--- src/verilog/apc_pkg.sv ---
// Package for the converter power-down and mid-scale calibration control.
// Assumes a single 50 MHz core clock.
package apc_pkg;
    // ========================================================================
    // Clock and timing
    // ========================================================================
    localparam int CLK_PERIOD_NS      = 20;
    localparam int PD_ENTER_NS        = 200;
    localparam int WAKE_NS            = 1000;
    localparam int PD_ENTER_CYC       = (PD_ENTER_NS / CLK_PERIOD_NS) < 1 ? 1
                                        : PD_ENTER_NS / CLK_PERIOD_NS;
    localparam int WAKE_CYC           = (WAKE_NS + CLK_PERIOD_NS - 1) / CLK_PERIOD_NS;

    // ========================================================================
    // Code and field layout
    // ========================================================================
    localparam int CODE_W             = 10;
    localparam logic [9:0] CODE_MAX   = 10'h3FF;
    localparam logic [9:0] CODE_MIN   = 10'h001;
    localparam logic [9:0] CODE_ZERO  = 10'h000;
    localparam logic [9:0] CODE_MID   = 10'h200;
    localparam logic [9:0] OFFSET_RST = 10'h200;
    localparam int CR0_CAL_HI         = 7;
    localparam int CR0_CAL_LO         = 6;
    localparam int CR1_PD_BIT         = 0;
    localparam logic       PD_RST     = 1'b0;

    typedef enum logic [1:0] {
        APC_CAL_NORMAL   = 2'b00,
        APC_CAL_SYSTEM   = 2'b01,
        APC_CAL_INTERNAL = 2'b10,
        APC_CAL_IDLE     = 2'b11
    } apc_cal_e;

    typedef enum logic [1:0] {
        APC_RUN      = 2'b00,
        APC_ENTERING = 2'b01,
        APC_DOWN     = 2'b10,
        APC_WAKING   = 2'b11
    } apc_pwr_e;
endpackage : apc_pkg

--- src/verilog/apc_corr_if.sv ---
// Carries raw conversion data and the stored offset to the corrector.
// Assumes both ends run on the core clock.
`timescale 1ns/10ps
`default_nettype none
interface apc_corr_if;
    import apc_pkg::*;
    logic [CODE_W-1:0] raw;
    logic [CODE_W-1:0] offset;
    logic              bypass;
    logic              over;
    logic              under;
    logic [CODE_W-1:0] code;
    modport ctrl (output raw, output offset, output bypass, output over, output under,
                  input code);
    modport corr (input raw, input offset, input bypass, input over, input under,
                  output code);
endinterface : apc_corr_if
`default_nettype wire

--- src/verilog/apc_offset_corr.sv ---
// Offset subtraction and clamping of a raw conversion code.
// Assumes inputs are stable within the core clock cycle.
`timescale 1ns/10ps
`default_nettype none
module apc_offset_corr
    import apc_pkg::*;
(
    apc_corr_if.corr c
);
    logic signed [CODE_W+1:0] diff;

    // ========================================================================
    // Correction
    // ========================================================================
    always_comb begin
        diff = $signed({2'b00, c.raw}) - $signed({2'b00, c.offset})
               + $signed({2'b00, CODE_MID});
        if (c.over) begin
            c.code = CODE_MAX;
        end else if (c.under) begin
            c.code = CODE_ZERO;
        end else if (c.bypass) begin
            c.code = c.raw;
        end else if (diff > $signed({2'b00, CODE_MAX})) begin
            c.code = CODE_MAX;
        end else if (diff < $signed({2'b00, CODE_MIN})) begin
            c.code = CODE_MIN;
        end else begin
            c.code = diff[CODE_W-1:0];
        end
    end
endmodule : apc_offset_corr
`default_nettype wire

--- src/verilog/apc_ctrl.sv ---
// Power-down and mid-scale calibration control of a parallel-bus converter.
// Assumes host strobes already synchronous to the core clock; the analog
// core reports each finished conversion with a one-cycle done pulse.
//
// Function
// - Writing one to power-down bit enters power-down within 200 ns of chip select rise.
// - Writing zero wakes; conversions allowed 1 us after resume; rewriting one during wake-up goes straight to APC_RUN.
// - Field value 10 selects internal mid-scale calibration.
// - Internal calibration ties converter inputs to the reference midpoint.
// - Internal calibration: one read-strobe conversion loads the offset latch.
// - Field 01 selects system calibration; one read conversion loads offset.
// - Writing field 00 returns to normal conversion.
// - Stored offset is subtracted from all codes except during calibration.
// - Corrected codes span x..1023 or 1..1023-x depending on offset sign.
// - Calibration references code 512 for zero error there.
// - Over-range gives all ones, under-range gives all zeros.
// - Control contents and offset latch persist through power-down.
`timescale 1ns/10ps
`default_nettype none
module apc_ctrl
    import apc_pkg::*;
#(
    parameter int CW = CODE_W
) (
    // Clock and reset
    input  wire logic          i_core_clk,
    input  wire logic          i_resetn,
    // Host bus
    input  wire logic          i_cs_n,
    input  wire logic          i_rd_n,
    input  wire logic          i_wr_n,
    input  wire logic          i_conversion_start_n,
    input  wire logic          i_cr_sel,
    input  wire logic [7:0]    i_data_in,
    output logic    [CW-1:0]   o_data_out,
    output logic               o_data_oe,
    // Analog core
    input  wire logic          i_conv_done,
    input  wire logic [CW-1:0] i_raw_code,
    input  wire logic          i_over_ref_high,
    input  wire logic          i_under_ref_low,
    output logic               o_conv_trigger,
    output logic               o_input_to_mid,
    output logic               o_analog_on,
    output logic               o_ready
);
    apc_corr_if corr_bus ();

    // Stored control fields and decoded calibration flag
    logic [1:0]    calibration_mode_field;
    logic          soft_powerdown_bit;
    logic          calibrating;

    // Power sequencing
    apc_pwr_e      pwr;
    logic [15:0]   cnt;
    logic          down;

    // Calibration capture
    logic          cal_armed;
    logic          cal_conv;
    logic [CW-1:0] offset;

    // Strobe edge detection
    logic          rd_q;
    logic          wr_q;
    logic          cs_q;
    logic          cs_rise;
    logic          rd_fall;
    logic          wr_rise;

    assign cs_rise     = ~cs_q & i_cs_n;
    assign rd_fall     = rd_q & ~i_rd_n & ~i_cs_n;
    assign wr_rise     = ~wr_q & i_wr_n & ~i_cs_n;
    assign calibrating = (calibration_mode_field == APC_CAL_INTERNAL)
                      || (calibration_mode_field == APC_CAL_SYSTEM);
    assign down        = (pwr == APC_DOWN);

    // ========================================================================
    // Edge history
    // ========================================================================
    always_ff @(posedge i_core_clk or negedge i_resetn) begin
        if (!i_resetn) begin
            rd_q <= 1'b1;
            wr_q <= 1'b1;
            cs_q <= 1'b1;
        end else begin
            rd_q <= i_rd_n;
            wr_q <= i_wr_n;
            cs_q <= i_cs_n;
        end
    end

    // ========================================================================
    // Control register writes (retained in power-down)
    // ========================================================================
    always_ff @(posedge i_core_clk or negedge i_resetn) begin
        if (!i_resetn) begin
            calibration_mode_field <= APC_CAL_IDLE;
            soft_powerdown_bit     <= PD_RST;
        end else if (wr_rise) begin
            if (i_cr_sel) begin
                soft_powerdown_bit <= i_data_in[CR1_PD_BIT];
            end else begin
                calibration_mode_field <= i_data_in[CR0_CAL_HI:CR0_CAL_LO];
            end
        end
    end

    // ========================================================================
    // Power sequencing
    // ========================================================================
    always_ff @(posedge i_core_clk or negedge i_resetn) begin
        if (!i_resetn) begin
            pwr        <= APC_RUN;
            cnt        <= 16'h0000;
        end else begin
            case (pwr)
                APC_RUN: begin
                    if (soft_powerdown_bit && cs_rise) begin
                        pwr <= APC_ENTERING;
                        // The rise is seen one cycle late, so the count starts at one
                        cnt <= 16'h0001;
                    end
                end
                APC_ENTERING: begin
                    if (!soft_powerdown_bit) begin
                        pwr <= APC_RUN;
                    end else if (cnt >= 16'(PD_ENTER_CYC - 1)) begin
                        pwr <= APC_DOWN;
                    end else begin
                        cnt <= cnt + 16'h0001;
                    end
                end
                APC_DOWN: begin
                    if (!soft_powerdown_bit) begin
                        pwr <= APC_WAKING;
                        cnt <= 16'h0000;
                    end
                end
                APC_WAKING: begin
                    // Rewriting the power-down bit cuts the wake-up short and goes straight to APC_RUN
                    if (soft_powerdown_bit) begin
                        pwr <= APC_RUN;
                    end else if (cnt >= 16'(WAKE_CYC - 1)) begin
                        pwr <= APC_RUN;
                    end else begin
                        cnt <= cnt + 16'h0001;
                    end
                end
                default: pwr <= APC_RUN;
            endcase
        end
    end

    // ========================================================================
    // Calibration conversion and offset latch
    // ========================================================================
    always_ff @(posedge i_core_clk or negedge i_resetn) begin
        if (!i_resetn) begin
            cal_armed <= 1'b0;
            cal_conv  <= 1'b0;
            offset    <= OFFSET_RST;
        end else begin
            if (i_conv_done && cal_conv) begin
                cal_conv <= 1'b0;
                offset   <= i_raw_code;
            end
            // A new capture set in the same cycle wins over the clear
            if (wr_rise && !i_cr_sel) begin
                cal_armed <= (i_data_in[CR0_CAL_HI:CR0_CAL_LO] == APC_CAL_INTERNAL)
                          || (i_data_in[CR0_CAL_HI:CR0_CAL_LO] == APC_CAL_SYSTEM);
            end else if (rd_fall && !down && cal_armed && calibrating) begin
                cal_armed <= 1'b0;
                cal_conv  <= 1'b1;
            end
        end
    end

    // ========================================================================
    // Trigger, midpoint tie and power status outputs
    // ========================================================================
    // Triggers are dropped while powered down
    assign o_conv_trigger = ~down && (rd_fall || (~i_conversion_start_n
                            & ~calibrating));
    assign o_input_to_mid = (calibration_mode_field == APC_CAL_INTERNAL);
    assign o_analog_on    = (pwr == APC_RUN) || (pwr == APC_ENTERING);
    assign o_ready        = (pwr == APC_RUN);

    // ========================================================================
    // Correction path
    // ========================================================================
    assign corr_bus.raw    = i_raw_code;
    assign corr_bus.offset = offset;
    assign corr_bus.bypass = calibrating;
    assign corr_bus.over   = i_over_ref_high;
    assign corr_bus.under  = i_under_ref_low;

    apc_offset_corr u_corr (
        .c (corr_bus.corr)
    );

    // ========================================================================
    // Output data register
    // ========================================================================
    always_ff @(posedge i_core_clk or negedge i_resetn) begin
        if (!i_resetn) begin
            o_data_out <= '0;
            o_data_oe  <= 1'b0;
        end else begin
            if (i_conv_done && !down) begin
                o_data_out <= corr_bus.code;
            end
            o_data_oe <= ~down & ~i_cs_n & ~i_rd_n;
        end
    end
endmodule : apc_ctrl
`default_nettype wire

--- config.mk ---
export PLATFORM = sky130hd
export DESIGN_NAME = apc_ctrl
export DESIGN_NICKNAME = d
export VERILOG_FILES = /design/src/verilog/apc_pkg.sv /design/src/verilog/apc_corr_if.sv /design/src/verilog/apc_offset_corr.sv /design/src/verilog/apc_ctrl.sv
export SDC_FILE = /design/constraint.sdc
export NUM_CORES = 1
export LEC_CHECK = 0
export BUFFER_PORTS_ARGS = -buffer_cell sky130_fd_sc_hd__buf_2
export CAP_MARGIN = 20
export CORE_MARGIN = 1
export CORE_UTILIZATION = 51
export DETAILED_ROUTE_END_ITERATION = 8
export HOLD_SLACK_MARGIN = 0.03
export PLACE_DENSITY = 0.76
export SYNTH_ARGS = -nofsm -noshare
export SYNTH_HDL_FRONTEND = slang
export SYNTH_SLANG_ARGS = --single-unit
export TNS_END_PERCENT = 5
--- constraint.sdc ---
create_clock -name i_core_clk -period 3.55 [get_ports i_core_clk]
set_clock_uncertainty 0.2 [all_clocks]
set_input_delay 0.71 -clock i_core_clk [delete_from_list [all_inputs] [get_ports i_core_clk]]
set_output_delay 0.71 -clock i_core_clk [all_outputs]
set_load 0.02 [all_outputs]
==> results.md <==
* Outcome: finished, violations left
* Failing checks: setup timing
* Synth area leader: dfrtp_1
* R2r setup slk at -0.47 ns
* Async SR Flop Fraction at 1.00
* Yosys cell types at between 50 and 60
* Cells after Synth at 295
* Top post-synthesis cells by area: dfrtp_1 (37%), ha_1 (6.9%), a21oi_1 (6.8%)
* Core ar. at 5140 um2
* Clk buf depth at 2
* Final Util at 0.710
* Nets at between 400 and 500
* GPL Wtd Cong at roughly 0.85
* Slew headroom at 0.354
* Worst Setup Path Type: in -> reg
* Sink Count at 47
* Dpl ws at -0.716 ns
* Data arrival, critical path at 4.07 ns
* Global route overflow at 0
* Crit Reg-Reg Startpoint: corr_bus.offset[0]
* Worst-Margin Slew at 0.966 ns
* First-pass GRT wire length at 11.0 mm
* Commonest non-fill, non-tap cell in the layout: buf_4
* Reg clk slew, reported paths at 0.09 ns
* CTS tree: done
* RR Endpoint: o_data_out[1]
* CP Capture Type: flip-flop
* Die width at between 70 and 80 um
* PD cells at 950 nW/um2
* ANT nets after route at 0
* Detailed placement HPWL at 4.73 mm
* Area after DPL at 3310 um2
* Layout fillers at 389
* Tot GR Track Use at 0.260
* CTS Buf Count at 5
* CP Cell Sequence: buf_8, inv_4, ha_4, fa_2, nand2b_4, a21oi_4, o21ai_2, a211o_1, o21ai_1, a21oi_1, ha_1, buf_4, nand4bb_1, nor2_1, nand3_1, nor3_4, a41oi_2, nor3_2, buf_4, a21oi_1
* WL final at 7.07 mm
* Layout cells sized above 1 at 0.372
* # IOs at 43
* DR iter-0 viols at 187
* Number of global-route vias before repair at 2577
* Post-synth top area share at 0.375
* CP max stage delay at 0.35 ns
* Most frequent cells in the layout: buf_4 (58), dfrtp_1 (41), buf_2 (36)
* Syn Std Cell Area at 2740 um2
* Vias at 2622
* Root Driver: clkbuf_8
* Seq/Total Area, Yosys at 0.433
* WP data required at 3.55 ns
* Row count at 26
* DRC errors left at 0
* Crit start category: primary input
* #FFs+latches synth at 47
* ANT cells at 0
* Post-DR vias/cell at 5.66
* Delay-heaviest family, CP: simple AND/OR/NAND/NOR gates
* Setup WS post-layout at -0.520 ns
* IO buf count at 37
* EDFF count, synth at 0
* Syn avg cell area at roughly 9 um2
* Initial antenna violation count at 0
* Class of the worst hold path: in -> async
* Worst reg2reg path depth at 18
* Hold Fails Final Rpt at 0
* DR pass1 iterations at 5
* Layout area overhead at 33.4%
* Die footprint at 5660 um2
* Die Ht at 75.3 um
* Final Cycle Share at 1.15
* RSZ-0062 raised after global routing: yes
* Final setup violating endpoints at 10
* Wirelength per Cell at 15.3 um
* Largest net degree at the start of global routing at 31
* Final Instance Area at 3650 um2
* Final min period at slightly above 4 ns
* Synth Warn # at 0
* Leakage at about 1.7 nW
* Max Freq at 246 MHz
* Slew Limit Fails at 0
* WHS at 0.245 ns
* Slowest-stage cell, CP: fa_2
* Max IR drop VDD at 0.000548 V
* H-tree depth at 2
* Starting Density at 0.532
* Clock latency on the worst-skew pair at 0.31 ns
* Worst Path Buf+Inv at 4
* Top FF cell, synth: dfrtp_1
* Net Count, Synth at 339
* Maximum fanout along the worst path at 5
* Max cap viols at 0
[synth_stat cells, types with 6 or more instances]
library cell,instances
dfrtp_1,41
inv_1,26
ha_1,15
mux2_2,9
nor3_1,10
a21oi_1,37
nor2b_1,8
nand3_1,9
nor2_1,21
o21ai_0,24
dfstp_2,6
nand2_1,21
[worst max-delay path by stage]
stage | from | to | slack, ns | cells after the start
after floorplan | i_raw_code[0] | o_data_out[0] | -0.49 | 15
after global placement | i_raw_code[0] | o_data_out[0] | -0.67 | 16
after detailed placement | i_raw_code[0] | o_data_out[0] | -0.72 | 16
after CTS | i_raw_code[0] | o_data_out[0] | -0.32 | 16
after global routing | i_raw_code[0] | o_data_out[1] | -0.54 | 20
final | i_raw_code[0] | o_data_out[1] | -0.52 | 20
[report_power, final]
| part | leakage, nW | switching, W | internal, W |
|---|---|---|---|
| sequential | 0.590 | 0.000124 | 0.000697 |
| clock | 0.0618 | 0.000192 | 0.000232 |
| combinational | 1.09 | 0.00117 | 0.00105 |
| total | 1.74 | 0.00149 | 0.00198 |
[flip-flops by register name, summed over array words and instances, names as in the netlist, named ones only]
name                    count
o_data_oe                   1
pwr                         1
calibration_mode_field      2
o_data_out                 10
cal_conv                    1
cs_q                        1
wr_q                        1
soft_powerdown_bit          1
cal_armed                   1
rd_q                        1
corr_bus.offset            10
cnt                        16
[through the flow]
step                power [W]  setup TNS, ns  cells
finish                0.00347          -4.92    463
detailed placement    0.00259          -6.62    436
global route          0.00366          -5.02    463
CTS                   0.00328          -2.25    458
floorplan             0.00191          -2.84    295
global placement      0.00254          -5.41    435
[what timing repair did]
action,CTS,global route
hold buffers,0,0
buffers inserted,14,5
cloned,0,0
gates resized for setup,18,3
setup endpoints to repair,10,10
pin swaps,19,13
[area by class of cell]
| type | instances | area (um2) | area share |
|---|---|---|---|
| multi-input combinational | 216 | 1520 | 0.415 |
| clock inverter | 2 | 38.8 | 0.0106 |
| timing repair buffer | 96 | 642 | 0.176 |
| inverter | 26 | 100 | 0.0274 |
| sequential | 47 | 1180 | 0.324 |
| clock buffer | 6 | 82.6 | 0.0226 |
| tap | 70 | 87.6 | 0.0240 |
[routing by layer]
layer / track usage / vias to the layer above / share of wire
met2: 0.440 / 100 / 0.50
met3: 0.0428 / 30 / 0.042
met1: 0.314 / 1244 / 0.43
li1: - / 1248 / -
met4: 0.154 / 0 / 0.031
met5: 0 / - / 0
[logic make-up (layout without fill, tap and decap cells)]
kind of cell / count (synthesis) / after routing / synth area share
DFF: 47 / 47 / 0.433
buffers and inverters: 32 / 130 / 0.0443
muxes: 9 / 9 / 0.0370
AOI/OAI and AO/OA: 92 / 92 / 0.209
and+or+nand+nor: 93 / 93 / 0.182
xor gates and xnor gates: 6 / 6 / 0.0192
adders and majority gates: 16 / 16 / 0.0759
Power figures use the tool's default switching activity.
